$ cat config.mk
export PLATFORM = sky130hd
export DESIGN_NAME = acwd_top
export DESIGN_NICKNAME = d
export VERILOG_FILES = /design/src/design/acwd_pkg.sv /design/src/design/acwd_window.sv /design/src/design/acwd_top.sv
export SDC_FILE = /design/constraint.sdc
export NUM_CORES = 1
export LEC_CHECK = 0
export BUFFER_PORTS_ARGS = -buffer_cell sky130_fd_sc_hd__buf_2
export CELL_PAD_IN_SITES_DETAIL_PLACEMENT = 1
export CELL_PAD_IN_SITES_GLOBAL_PLACEMENT = 1
export CORE_MARGIN = 2
export CORE_UTILIZATION = 36
export CTS_CLUSTER_DIAMETER = 30
export DETAILED_ROUTE_END_ITERATION = 7
export GPL_TIMING_DRIVEN = 0
export PLACE_DENSITY = 0.63
export SLEW_MARGIN = 15
export SYNTH_ARGS = -nofsm -noshare
export SYNTH_HDL_FRONTEND = slang
export SYNTH_SLANG_ARGS = --single-unit
$ cat constraint.sdc
create_clock -name clk_sys_i -period 5.7 [get_ports clk_sys_i]
set_input_delay 0.57 -clock clk_sys_i [delete_from_list [all_inputs] [get_ports clk_sys_i]]
set_output_delay 0.57 -clock clk_sys_i [all_outputs]
set_load 0.01 [all_outputs]
$ cat src/design/acwd_pkg.sv
// constants and types shared by the converter control and window detector
package acwd_pkg;

	// ----------------------------------------------------------------
	// register addresses on the special function register bus
	// ----------------------------------------------------------------
	localparam logic [7:0] ADDR_RES_LO = 8'hbe;
	localparam logic [7:0] ADDR_RES_HI = 8'hbf;
	localparam logic [7:0] ADDR_GT_LO = 8'hc4;
	localparam logic [7:0] ADDR_GT_HI = 8'hc5;
	localparam logic [7:0] ADDR_LT_LO = 8'hc6;
	localparam logic [7:0] ADDR_LT_HI = 8'hc7;
	localparam logic [7:0] ADDR_CTL = 8'he8;

	// ----------------------------------------------------------------
	// reset values
	// ----------------------------------------------------------------
	localparam logic [7:0] RST_RES_LO = 8'h00;
	localparam logic [7:0] RST_RES_HI = 8'h00;
	localparam logic [7:0] RST_GT_LO = 8'hff;
	localparam logic [7:0] RST_GT_HI = 8'hff;
	localparam logic [7:0] RST_LT_LO = 8'h00;
	localparam logic [7:0] RST_LT_HI = 8'h00;
	localparam logic [7:0] RST_RDATA = 8'h00;

	// ----------------------------------------------------------------
	// converter_control bit positions
	// ----------------------------------------------------------------
	localparam int BIT_ENABLE = 7;
	localparam int BIT_TRACK_MODE = 6;
	localparam int BIT_DONE = 5;
	localparam int BIT_BUSY = 4;
	localparam int BIT_MODE_HI = 3;
	localparam int BIT_MODE_LO = 2;
	localparam int BIT_WIN = 1;
	localparam int BIT_LJUST = 0;

	// ----------------------------------------------------------------
	// start modes, result layout and timing
	// ----------------------------------------------------------------
	localparam logic [1:0] START_SW = 2'h0;
	localparam logic [1:0] START_TMR3 = 2'h1;
	localparam logic [1:0] START_PIN = 2'h2;
	localparam logic [1:0] START_TMR2 = 2'h3;

	localparam int RES_BITS = 12;
	localparam int WORD_BITS = 16;
	localparam logic [3:0] PAD_ZERO = 4'h0;
	localparam int TRACK_SAR_CLKS = 3;

	typedef enum logic [1:0] {
		ST_OFF,
		ST_IDLE,
		ST_TRACK,
		ST_CONV
	} acwd_state_t;

endpackage

$ cat src/design/acwd_window.sv
// result formatter and programmable window comparator
`timescale 1ns/1ps
module acwd_window
	import acwd_pkg::*;
(
	// raw conversion result
	input logic [acwd_pkg::RES_BITS-1:0] data_i,
	input logic left_justify_i,
	input logic diff_i,
	// limit words
	input logic [acwd_pkg::WORD_BITS-1:0] lt_word_i,
	input logic [acwd_pkg::WORD_BITS-1:0] gt_word_i,
	// formatted word and compare outcome
	output logic [acwd_pkg::WORD_BITS-1:0] word_o,
	output logic hit_o
);

	logic [WORD_BITS:0] word_x;
	logic [WORD_BITS:0] lt_x;
	logic [WORD_BITS:0] gt_x;
	logic below_lt;
	logic above_gt;

	// ----------------------------------------------------------------
	// layout
	// ----------------------------------------------------------------
	always_comb
	begin
		if (left_justify_i)
		begin
			word_o = {data_i, PAD_ZERO};
		end
		else if (diff_i)
		begin
			word_o = {{(WORD_BITS-RES_BITS){data_i[RES_BITS-1]}}, data_i};
		end
		else
		begin
			word_o = {PAD_ZERO, data_i};
		end
	end

	// ----------------------------------------------------------------
	// compare
	// ----------------------------------------------------------------
	// one extra bit: sign copy for differential, zero otherwise, so a single
	// signed compare serves both readings
	always_comb
	begin
		word_x = {diff_i & word_o[WORD_BITS-1], word_o};
		lt_x = {diff_i & lt_word_i[WORD_BITS-1], lt_word_i};
		gt_x = {diff_i & gt_word_i[WORD_BITS-1], gt_word_i};
		below_lt = $signed(word_x) < $signed(lt_x);
		above_gt = $signed(word_x) > $signed(gt_x);
		if ($signed(lt_x) > $signed(gt_x))
		begin
			hit_o = below_lt & above_gt;
		end
		else
		begin
			hit_o = below_lt | above_gt;
		end
	end

endmodule // acwd_window

$ cat src/design/acwd_top.sv
// converter control: start selection, tracking, busy/done flags, result and window
`timescale 1ns/1ps
module acwd_top
	import acwd_pkg::*;
#(
	parameter int SAR_DIV = 2,
	parameter int CONV_SAR_CLKS = 16
)
(
	// clock and reset
	input logic clk_sys_i,
	input logic nrst_i,
	// special function register bus
	input logic [7:0] sfr_addr_i,
	input logic sfr_wr_i,
	input logic sfr_rd_i,
	input logic [7:0] sfr_wdata_i,
	output logic [7:0] sfr_rdata_o,
	// start sources
	input logic tmr2_ovf_i,
	input logic tmr3_ovf_i,
	input logic ext_conv_start_i,
	// system context
	input logic diff_sel_i,
	input logic conv_irq_en_i,
	// analog converter
	input logic [acwd_pkg::RES_BITS-1:0] adc_data_i,
	output logic adc_power_o,
	output logic adc_track_o,
	output logic adc_convert_o,
	// interrupt request
	output logic conv_irq_o
);

	localparam int DIV_W = (SAR_DIV > 1) ? $clog2(SAR_DIV) : 1;
	localparam int CNT_W = $clog2(CONV_SAR_CLKS + 1);

	// ----------------------------------------------------------------
	// parameter checks
	// ----------------------------------------------------------------
	if (SAR_DIV < 1)
	begin : g_bad_div
		$error("SAR_DIV must be at least 1");
	end
	if (CONV_SAR_CLKS < TRACK_SAR_CLKS)
	begin : g_bad_conv
		$error("CONV_SAR_CLKS must not be below the track length");
	end

	typedef struct packed {
		acwd_state_t state;
		logic [DIV_W-1:0] div_cnt;
		logic sar_tick;
		logic [CNT_W-1:0] cnt;
		logic enable;
		logic track_mode;
		logic done;
		logic busy;
		logic [1:0] start_mode;
		logic win;
		logic ljust;
		logic [7:0] res_lo;
		logic [7:0] res_hi;
		logic [7:0] gt_lo;
		logic [7:0] gt_hi;
		logic [7:0] lt_lo;
		logic [7:0] lt_hi;
		logic ext_s1;
		logic ext_s2;
		logic ext_s3;
		logic [7:0] rdata;
		logic irq;
		logic power;
		logic track;
		logic convert;
	} acwd_regs_t;

	acwd_regs_t s_q;
	acwd_regs_t s_d;

	logic wr_ctl;
	logic sw_start;
	logic ext_rise;
	logic trigger;
	logic eoc;
	logic win_hit;
	logic [WORD_BITS-1:0] fmt_word;

	function automatic logic [7:0] ctl_byte(input acwd_regs_t r);
		ctl_byte = 8'h00;
		ctl_byte[BIT_ENABLE] = r.enable;
		ctl_byte[BIT_TRACK_MODE] = r.track_mode;
		ctl_byte[BIT_DONE] = r.done;
		ctl_byte[BIT_BUSY] = r.busy;
		ctl_byte[BIT_MODE_HI:BIT_MODE_LO] = r.start_mode;
		ctl_byte[BIT_WIN] = r.win;
		ctl_byte[BIT_LJUST] = r.ljust;
	endfunction

	function automatic logic is_wr(input logic [7:0] addr, input logic [7:0] target, input logic wr);
		is_wr = wr && (addr == target);
	endfunction

	// ----------------------------------------------------------------
	// formatter and window detector
	// ----------------------------------------------------------------
	acwd_window u_window (
		.data_i(adc_data_i),
		.left_justify_i(s_q.ljust),
		.diff_i(diff_sel_i),
		.lt_word_i({s_q.lt_hi, s_q.lt_lo}),
		.gt_word_i({s_q.gt_hi, s_q.gt_lo}),
		.word_o(fmt_word),
		.hit_o(win_hit)
	);

	// ----------------------------------------------------------------
	// next state
	// ----------------------------------------------------------------
	always_comb
	begin
		s_d = s_q;
		s_d.irq = 1'b0;
		s_d.sar_tick = 1'b0;

		// converter clock enable
		if (s_q.div_cnt == DIV_W'(SAR_DIV - 1))
		begin
			s_d.div_cnt = '0;
			s_d.sar_tick = 1'b1;
		end
		else
		begin
			s_d.div_cnt = s_q.div_cnt + 1'b1;
		end

		// start pin synchroniser, edge taken from the settled stages only
		s_d.ext_s1 = ext_conv_start_i;
		s_d.ext_s2 = s_q.ext_s1;
		s_d.ext_s3 = s_q.ext_s2;
		ext_rise = s_q.ext_s2 & ~s_q.ext_s3;

		wr_ctl = is_wr(sfr_addr_i, ADDR_CTL, sfr_wr_i);
		sw_start = wr_ctl && sfr_wdata_i[BIT_BUSY] && (s_q.start_mode == START_SW);

		case (s_q.start_mode)
			START_SW: trigger = sw_start;
			START_TMR3: trigger = tmr3_ovf_i;
			START_PIN: trigger = ext_rise;
			START_TMR2: trigger = tmr2_ovf_i;
			default: trigger = 1'b0;
		endcase

		// software writes; busy is not stored, writing 0 has no effect
		if (wr_ctl)
		begin
			s_d.enable = sfr_wdata_i[BIT_ENABLE];
			s_d.track_mode = sfr_wdata_i[BIT_TRACK_MODE];
			s_d.done = sfr_wdata_i[BIT_DONE];
			s_d.start_mode = sfr_wdata_i[BIT_MODE_HI:BIT_MODE_LO];
			s_d.win = sfr_wdata_i[BIT_WIN];
			s_d.ljust = sfr_wdata_i[BIT_LJUST];
		end
		if (is_wr(sfr_addr_i, ADDR_RES_LO, sfr_wr_i))
		begin
			s_d.res_lo = sfr_wdata_i;
		end
		if (is_wr(sfr_addr_i, ADDR_RES_HI, sfr_wr_i))
		begin
			s_d.res_hi = sfr_wdata_i;
		end
		if (is_wr(sfr_addr_i, ADDR_GT_LO, sfr_wr_i))
		begin
			s_d.gt_lo = sfr_wdata_i;
		end
		if (is_wr(sfr_addr_i, ADDR_GT_HI, sfr_wr_i))
		begin
			s_d.gt_hi = sfr_wdata_i;
		end
		if (is_wr(sfr_addr_i, ADDR_LT_LO, sfr_wr_i))
		begin
			s_d.lt_lo = sfr_wdata_i;
		end
		if (is_wr(sfr_addr_i, ADDR_LT_HI, sfr_wr_i))
		begin
			s_d.lt_hi = sfr_wdata_i;
		end

		// conversion sequencing, using control as it stood before this write
		eoc = 1'b0;
		case (s_q.state)
			ST_OFF:
			begin
				s_d.cnt = '0;
				if (s_q.enable)
				begin
					s_d.state = ST_IDLE;
				end
			end
			ST_IDLE:
			begin
				s_d.cnt = '0;
				if (trigger)
				begin
					// pin mode already tracked while the pin was low
					if (s_q.track_mode && (s_q.start_mode != START_PIN))
					begin
						s_d.state = ST_TRACK;
					end
					else
					begin
						s_d.state = ST_CONV;
					end
				end
			end
			ST_TRACK:
			begin
				if (s_q.sar_tick)
				begin
					if (s_q.cnt == CNT_W'(TRACK_SAR_CLKS - 1))
					begin
						s_d.cnt = '0;
						s_d.state = ST_CONV;
					end
					else
					begin
						s_d.cnt = s_q.cnt + 1'b1;
					end
				end
			end
			ST_CONV:
			begin
				if (s_q.sar_tick)
				begin
					if (s_q.cnt == CNT_W'(CONV_SAR_CLKS - 1))
					begin
						// a disable written in the previous cycle aborts: no flags, no irq
						eoc = s_q.enable;
						s_d.cnt = '0;
						s_d.state = ST_IDLE;
					end
					else
					begin
						s_d.cnt = s_q.cnt + 1'b1;
					end
				end
			end
			default:
			begin
				s_d.cnt = '0;
				s_d.state = ST_OFF;
			end
		endcase

		// completion overrides a same-cycle software write: set wins
		if (eoc)
		begin
			s_d.res_hi = fmt_word[WORD_BITS-1:8];
			s_d.res_lo = fmt_word[7:0];
			s_d.done = 1'b1;
			if (win_hit)
			begin
				s_d.win = 1'b1;
			end
			s_d.irq = conv_irq_en_i;
		end

		// disabling aborts any conversion in flight without completing it
		if (!s_q.enable)
		begin
			s_d.state = ST_OFF;
			s_d.cnt = '0;
		end

		s_d.busy = (s_d.state == ST_TRACK) || (s_d.state == ST_CONV);
		s_d.power = s_d.enable;
		s_d.convert = (s_d.state == ST_CONV);
		if (s_d.state == ST_TRACK)
		begin
			s_d.track = 1'b1;
		end
		else if (s_d.state == ST_IDLE)
		begin
			if (!s_q.track_mode)
			begin
				s_d.track = 1'b1;
			end
			else if (s_q.start_mode == START_PIN)
			begin
				s_d.track = ~s_q.ext_s2;
			end
			else
			begin
				s_d.track = 1'b0;
			end
		end
		else
		begin
			s_d.track = 1'b0;
		end

		// read data registered; unmapped addresses answer zero
		if (sfr_rd_i)
		begin
			case (sfr_addr_i)
				ADDR_CTL: s_d.rdata = ctl_byte(s_q);
				ADDR_RES_LO: s_d.rdata = s_q.res_lo;
				ADDR_RES_HI: s_d.rdata = s_q.res_hi;
				ADDR_GT_LO: s_d.rdata = s_q.gt_lo;
				ADDR_GT_HI: s_d.rdata = s_q.gt_hi;
				ADDR_LT_LO: s_d.rdata = s_q.lt_lo;
				ADDR_LT_HI: s_d.rdata = s_q.lt_hi;
				default: s_d.rdata = RST_RDATA;
			endcase
		end
	end

	// ----------------------------------------------------------------
	// state register
	// ----------------------------------------------------------------
	always_ff @(posedge clk_sys_i or negedge nrst_i)
	begin
		if (!nrst_i)
		begin
			s_q <= '{
				state: ST_OFF,
				div_cnt: '0,
				sar_tick: 1'b0,
				cnt: '0,
				enable: 1'b0,
				track_mode: 1'b0,
				done: 1'b0,
				busy: 1'b0,
				start_mode: START_SW,
				win: 1'b0,
				ljust: 1'b0,
				res_lo: RST_RES_LO,
				res_hi: RST_RES_HI,
				gt_lo: RST_GT_LO,
				gt_hi: RST_GT_HI,
				lt_lo: RST_LT_LO,
				lt_hi: RST_LT_HI,
				// stages reset high: an idle-high pin must not look like a rise
				ext_s1: 1'b1,
				ext_s2: 1'b1,
				ext_s3: 1'b1,
				rdata: RST_RDATA,
				irq: 1'b0,
				power: 1'b0,
				track: 1'b0,
				convert: 1'b0
			};
		end
		else
		begin
			s_q <= s_d;
		end
	end

	assign sfr_rdata_o = s_q.rdata;
	assign adc_power_o = s_q.power;
	assign adc_track_o = s_q.track;
	assign adc_convert_o = s_q.convert;
	assign conv_irq_o = s_q.irq;
endmodule // acwd_top

* Word-level counts from Yosys, hierarchy flattened *
Cells that the tools add are included.

word-level totals
  input port bits = 37
  flip-flop bits (word level) = 79
  word-level logic and storage cells = 113
  output and inout port bits = 12

cells by class
  mux-type cells = 37
  add/subtract/negate cells = 2
  magnitude comparators = 3
  reduce and logical (&&, ||, !) cells = 18
  bitwise logic cells = 8
  equal/unequal tests = 21

operator list
  operator             count
  $eq 8x8->1 const B   7
  $pmux 8 s7           1
  $mux 16              3
  $gt 17x17->1         2
  $mux 5               5
  $lt 17x17->1         1
  $mux 1               16
  $mux 8               2
  $pmux 5 s3           1
  $mux 2               7
  $eq 2x2->1 const B   6
  $logic_and 1x1->1    10
  $pmux 2 s4           1
  $eq 2x1->1 const B   3
  $ne 3x3->1 const B   2
  $reduce_bool 2->1    3
  $add 5x1->5 const B  1
  $and 1x1->1          5
  $eq 5x2->1 const B   1
  $eq 5x4->1 const B   1
  $logic_not 2->1      2
  $pmux 1 s4           1
  $ne 2x2->1 const B   1
  $not 1->1            2
  other kinds (5)      5

* Longest topological paths before layout *
Gate-level depths: netlist of the first run.

  word-level depth = 11
  gate-level depth with buffers = 11
  depth with buffers taken out = 11

* By module *
Synthesis of the first run repeated with hierarchy kept, for this count alone.

unflattened totals
  cells, all modules = 540
  area total of the unflattened synthesis = 5,507.8 um2

modules (own cells, without submodules)
  module       cells each  seq. area each (um2)  times used  area each (um2)
  acwd_top     336         2,000.7               1           3,935.0
  acwd_window  204         0.0                   1           1,572.8

* Worst setup path before layout of the first run *
OpenSTA, ideal clock, no wires.

  path type = reg-to-reg
  from = reg s_q[63] (netlist bit)
  to = reg s_q[64] (netlist bit)
  clock period less this slack = 2.725 ns
  path buffers = 2
  library setup time = 0.065 ns
  data required time = 5.635 ns
  stages on the path, launching flop included = 11
  slack = 2.975 ns
  arrival time = 2.660 ns
  cells stage by stage = dfrtp_1 -> clkbuf_1 -> buf_1 -> mux2_2 -> ha_1 -> nor2b_1 -> a2111oi_0 -> o211ai_1 -> a311oi_1 -> a211oi_1 -> nand2_1

RTL lines
  element                 line             source
  from (decl)             acwd_top.sv:78   acwd_regs_t s_q;
  from (signal assigned)  acwd_top.sv:325  s_q <= '{

==> reports/results.tsv, run 1 <==
metric	value	unit
holdWs	0.1186	ns
start_kind	flop	
ant_nets	0	
swShare	26.64	%
tightest_slew	0.9347	ns
antenna_found_initial	0	
reg2regPathDepth	10	
initial_utilization	36.55	%
worstPathMaxFanout	10	
critPathCaptureType	flop	
synth.net_count	631	
vias	4340	
regArea	0.002001	mm2
leakage	2.886	nW
async_flop_share	100.0	%
drive_above_1_share	23.03	%
crit_required	5.98	ns
grt_max_degree	60	
yosysTopAreaCellShare	28.48	%
synth-main-ff-cell	dfrtp_1	
p_int	1.032	mW
fp.dieW	125.0	um
yosys.area.top_type	dfrtp_1	
htreeDepth	3	
yosysWarnings	0	
fill_cells	1677	
layout.cells.most_common	dfrtp_1	
slew_violations	0	
layout_common_cells	60 x dfrtp_1, 49 x ha_1, 48 x inv_1, 48 x buf_2, 47 x nand2_1	
synthTopCellsByArea	dfrtp_1 28%, ha_1 12%, dfstp_2 9.5%	
seq_area_frac_synth	37.95	%
cts_resized	0	
p_switching	0.3747	mW
status	completed	
ys_types	62	
grtUsageTotal	21.66	%
clk_latency	0.35	ns
power_density	232.3	mW/mm2
cts_made_buffers	9	
ir_drop	0.0001796	V
instances_no_fill	792	
drc_errors	0	
p_total	1.407	mW
clockPowerShare	40.9	%
avgSynthCellArea	9.672	um2
diodes	0	
cts_root_buf	clkbuf_16	
cts.sinks	79	
io_pins	49	
slew_headroom	37.55	%
clock_path_buffers	2	
place_inst	776	
syn_area	0.005271	mm2
final.setup_skew	0.008896	ns
clock.fmax	0.2728	GHz
chipHeight	125.0	um
hold_buffers	0	
dr.first_iter.drc_count	205	
dieArea	0.01563	mm2
worstPathArrival	3.95	ns
setup_viol	0	
tns	0	ns
routed_wl	16720	um
core-area	0.01442	mm2
yosys_register_bits	79	
area_delta_synth_final	14.86	%
grt_pass1_vias	4530	
drv_cap	0	
multiInputGateArea	0.002948	mm2
post_cts_buffers	0	
path_clk_slew	0.06	ns
wire_per_inst	21.11	um
grt_pass1_wl	26100	um
nNetsFinal	689	
worstHoldPathType	input pin to async pin	
synthCells	545	
grt-ovfl-total	0	
gp_congestion	0.9060	
p_comb_share	14.6	%
first_pass_iters	4	
min_period	3.666	ns
rsz0062_at_grt	no	
finalCritPeriodShare	64.32	%
synth_edf_count	0	
finalHoldViolCount	0	
crit_type	flop to flop	
port_buffers	46	
tritoncts	built	
rows	44	
hpwl	13160	um
p_seq_share	44.5	%
via_per_inst	5.480	
[through the flow]
step	setup slack, ns	cell area [um2]	utilization [%]
4_1_cts	2.034	6055	41.98
2_1_floorplan	2.975	5271	-
6_report	2.034	6055	41.98
3_3_place_gp	2.097	5732	39.74
5_1_grt	1.899	6055	41.98
3_5_place_dp	2.061	5762	39.95
[power by group through the flow]
stage | combinational (mW) | sequential [mW] | clock (mW)
3_5_place_dp | 0.206 | 0.636 | 0
2_1_floorplan | 0.124 | 0.623 | 0
6_report | 0.205 | 0.626 | 0.575
4_1_cts | 0.208 | 0.626 | 0.592
5_1_grt | 0.231 | 0.630 | 0.614
3_3_place_gp | 0.196 | 0.634 | 0
[synth_stat cells, types with 10 or more instances]
master / n
mux2i_1: 39
ha_1: 49
dfrtp_1: 60
nor2_1: 35
o21ai_0: 33
o22ai_1: 17
a21oi_1: 24
nand2_1: 47
inv_1: 48
a211oi_1: 12
dfstp_2: 19
nand3_1: 12
mux2_2: 33
clkbuf_1: 10
[final cells by class]
| class | count | share of cell area (%) |
|---|---|---|
| Clock inverter | 3 | 0.7026 |
| Buffer | 25 | 2.356 |
| Inverter | 48 | 2.976 |
| Clock buffer | 13 | 4.133 |
| Multi-Input combinational cell | 393 | 48.69 |
| Sequential cell | 79 | 33.04 |
| Timing Repair Buffer | 47 | 4.298 |
| Tap cell | 184 | 3.802 |
[sequential cells by signal, summed over array words and instances, names as in the netlist]
signal and cells:
sfr_rdata_o 8, conv_irq_o 1, adc_power_o 1, adc_convert_o 1, s_q 65, s_d 2
adc_track_o 1
[final timing paths]
check | slack, ns | to | from
worst max-delay path | 2.03 | s_q[64]$_DFF_PN0_ | s_q[63]$_DFFE_PN0N_
worst min-delay path | 0.12 | s_q[50]$_DFFE_PN0P_ | nrst_i
worst max register to register | 2.03 | s_q[64]$_DFF_PN0_ | s_q[63]$_DFFE_PN0N_
worst min register to register | 0.36 | s_d[12]$_DFF_PN1_ | s_d[13]$_DFF_PN1_
max in group asynchronous | 4.95 | s_q[44]$_DFFE_PN1P_ | nrst_i
min in group clk_sys_i | 0.32 | s_d[13]$_DFF_PN1_ | ext_conv_start_i
[logic make-up after synthesis]
group / Yosys count / share of synthesized area, %
and+or+nand+nor: 144 / 14.31
AOI/OAI and AO/OA: 126 / 15.19
DFF: 79 / 37.95
buffers and inverters: 73 / 6.124
muxes: 72 / 14.46
adders and majority gates: 49 / 11.63
xor gates and xnor gates: 2 / 0.3324
[per-layer routing]
| metal | part of all wire [%] | vias to the layer above | GRT usage [%] |
|---|---|---|---|
| li1 | - | 2066 | - |
| met1 | 47 | 2166 | 30.79 |
| met2 | 47 | 92 | 34.24 |
| met3 | 4.4 | 16 | 3.979 |
| met4 | 1.5 | 0 | 5.556 |
| met5 | 0 | - | 0 |
[critical path, cell delays in order (launching register included)]
cell,delay (ns)
dfrtp_1,0.38
clkbuf_1,0.48
buf_1,0.53
mux2_2,0.45
ha_1,0.30
nor2b_1,0.13
a2111oi_0,0.42
o211ai_1,0.21
a311oi_1,0.51
a211oi_1,0.10
nand2_1,0.09
Note: power is estimated with default switching activity, not from simulation.
==> inputs of run 2 (changes only) <==
Settings changed: PLACE_DENSITY 0.63 to 0.65.
Clock period 5.7 ns to 3.3 ns, I/O delays scaled along.
==> run 2 against run 1 <==
- fmax up 21%
- core utilization about the same
- design area about the same
- final cell count unchanged
- combinational power up 76%
- critical path type unchanged
==> reports/results.tsv, run 2 (synthesis results as in run 1) <==
metric	value	unit	change
grt_pass1_vias	4669		+3.1%
fp.dieW	125.0	um	unchanged
core-area	0.01442	mm2	unchanged
cts.sinks	79		unchanged
worstPathMaxFanout	13		+3
first_pass_iters	4		unchanged
port_buffers	46		unchanged
wire_per_inst	21.31	um	+0.95%
drc_errors	0		unchanged
critPathCaptureType	flop		
grt_pass1_wl	26710	um	+2.3%
finalHoldViolCount	0		unchanged
post_cts_buffers	0		unchanged
tns	0	ns	unchanged
via_per_inst	5.508		+0.51%
grt_max_degree	49		-18%
initial_utilization	36.55	%	unchanged
slew_headroom	38.78	%	+1.2 points
dr.first_iter.drc_count	204		-0.49%
timing.rr.end	s_q[64]$_DFF_PN0_		
p_total	2.389	mW	+70%
clk_latency	0.35	ns	about the same
layout.cells.most_common	dfrtp_1		
min_from	ext_conv_start_i		
min_period	3.022	ns	-0.6437 ns
grt-ovfl-total	0		unchanged
worstPathArrival	3.25	ns	-0.70 ns
clock.fmax	0.3309	GHz	+21%
drv_cap	0		unchanged
status	completed		
drive_above_1_share	23.85	%	+0.82 points
final.setup_skew	0.008373	ns	-0.0005227 ns
clock_path_buffers	2		unchanged
diodes	0		unchanged
whs_path_depth	1		
tightest_slew	0.9163	ns	-0.01838 ns
slew_violations	0		unchanged
largest_register_ffs	65		unchanged
worstHoldPathType	input pin to flop		
antenna_found_initial	0		unchanged
crit_required	3.53	ns	-2.45 ns
area_delta_synth_final	14.84	%	about the same
cts_root_buf	clkbuf_16		
post-route-util	41.97	%	about the same
crit_type	flop to flop		
setup_viol	0		unchanged
routed_wl	16880	um	+0.95%
ir_drop	0.0002046	V	+14%
top_register	s_q		
reg2regPathDepth	9		-1
path_clk_slew	0.07	ns	about the same
gp_congestion	0.8964		-1.1%
hold_end	s_d[13]$_DFF_PN1_		
tritoncts	built		
leakage	2.885	nW	about the same
rows	44		unchanged
fill_cells	1680		+0.18%
r2r-start	s_q[63]$_DFFE_PN0N_		
layout_common_cells	59 x dfrtp_1, 49 x buf_2, 49 x ha_1, 48 x inv_1, 47 x nand2_1		
hpwl	13290	um	+1.0%
start_kind	flop		
chipHeight	125.0	um	unchanged
htreeDepth	3		unchanged
ant_nets	0		unchanged
r2r_slack	0.28	ns	-1.76 ns
power_density	394.6	mW/mm2	+70%
io_pins	49		unchanged
holdWs	0.07614	ns	-0.04246 ns
vias	4362		+0.51%
cts_made_buffers	9		unchanged
grtUsageTotal	22.26	%	+0.60 points
rsz0062_at_grt	no		
finalCritPeriodShare	91.59	%	+27 points
dieArea	0.01563	mm2	unchanged
nNetsFinal	689		unchanged
run 2: metrics by stage:
| step | cell area [um2] | setup WS (ns) | instances |
|---|---|---|---|
| after global placement | 5732 | -0.2600 | 775 |
| final | 6053 | 0.2776 | 792 |
| after floorplan | 5271 | 0.5749 | 545 |
| after detailed placement | 5762 | -0.3197 | 776 |
| after CTS | 6046 | 0.05478 | 792 |
| after global routing | 6053 | 0.01857 | 792 |
run 2: report_power, final:
part	switching (mW)	internal, mW	leakage (nW)
sequential	0.0502	1.03	0.990
combinational	0.215	0.144	1.76
clock	0.416	0.530	0.132
run 2: timing repair:
item,4_1_cts,5_1_grt
hold buffers,1,0
cloned,0,0
endpoints found under the hold margin,23,0
resized for setup,1,2
endpoints found under the setup margin,1,1
run 2: how the worst max path moves through the flow:
| stage | from | endpoint | cells after the start |
|---|---|---|---|
| after global placement | s_q[63]$_DFFE_PN0N_ | s_q[64]$_DFF_PN0_ | 10 |
| after CTS | s_q[63]$_DFFE_PN0N_ | s_q[64]$_DFF_PN0_ | 9 |
| after detailed placement | s_q[63]$_DFFE_PN0N_ | s_q[64]$_DFF_PN0_ | 10 |
| after global routing | s_q[63]$_DFFE_PN0N_ | s_q[64]$_DFF_PN0_ | 9 |
| after floorplan | s_q[63]$_DFFE_PN0N_ | s_q[64]$_DFF_PN0_ | 10 |
| final | s_q[63]$_DFFE_PN0N_ | s_q[64]$_DFF_PN0_ | 9 |
run 2: layout make-up:
cell class                 instances  area (um2)  share of cell area, %
multi-input combinational        393        2954                  48.80
clock buffer                      11       242.7                  4.010
buffer                            24       140.1                  2.315
sequential                        79        2002                  33.07
inverter                          48       180.2                  2.976
tap                              184       230.2                  3.803
timing repair buffer              48       270.3                  4.465
clock inverter                     5       33.78                 0.5581
run 2: critical path, stage by stage, from the launching register on:
cell	delay (ns)
dfrtp_2	0.52
buf_2	0.32
a21o_1	0.37
ha_1	0.31
a21oi_1	0.15
o22ai_1	0.08
or4b_2	0.60
o221ai_1	0.23
o2bb2ai_1	0.22
nand2_1	0.08
run 2: routing by layer:
layer / GRT usage, % / vias to the layer above / wire length [um]
met3: 3.894 / 27 / 570
met4: 6.601 / 0 / 395
met5: 0 / - / 0
met1: 30.51 / 2186 / 7998
met2: 36.22 / 84 / 7911
li1: - / 2065 / -
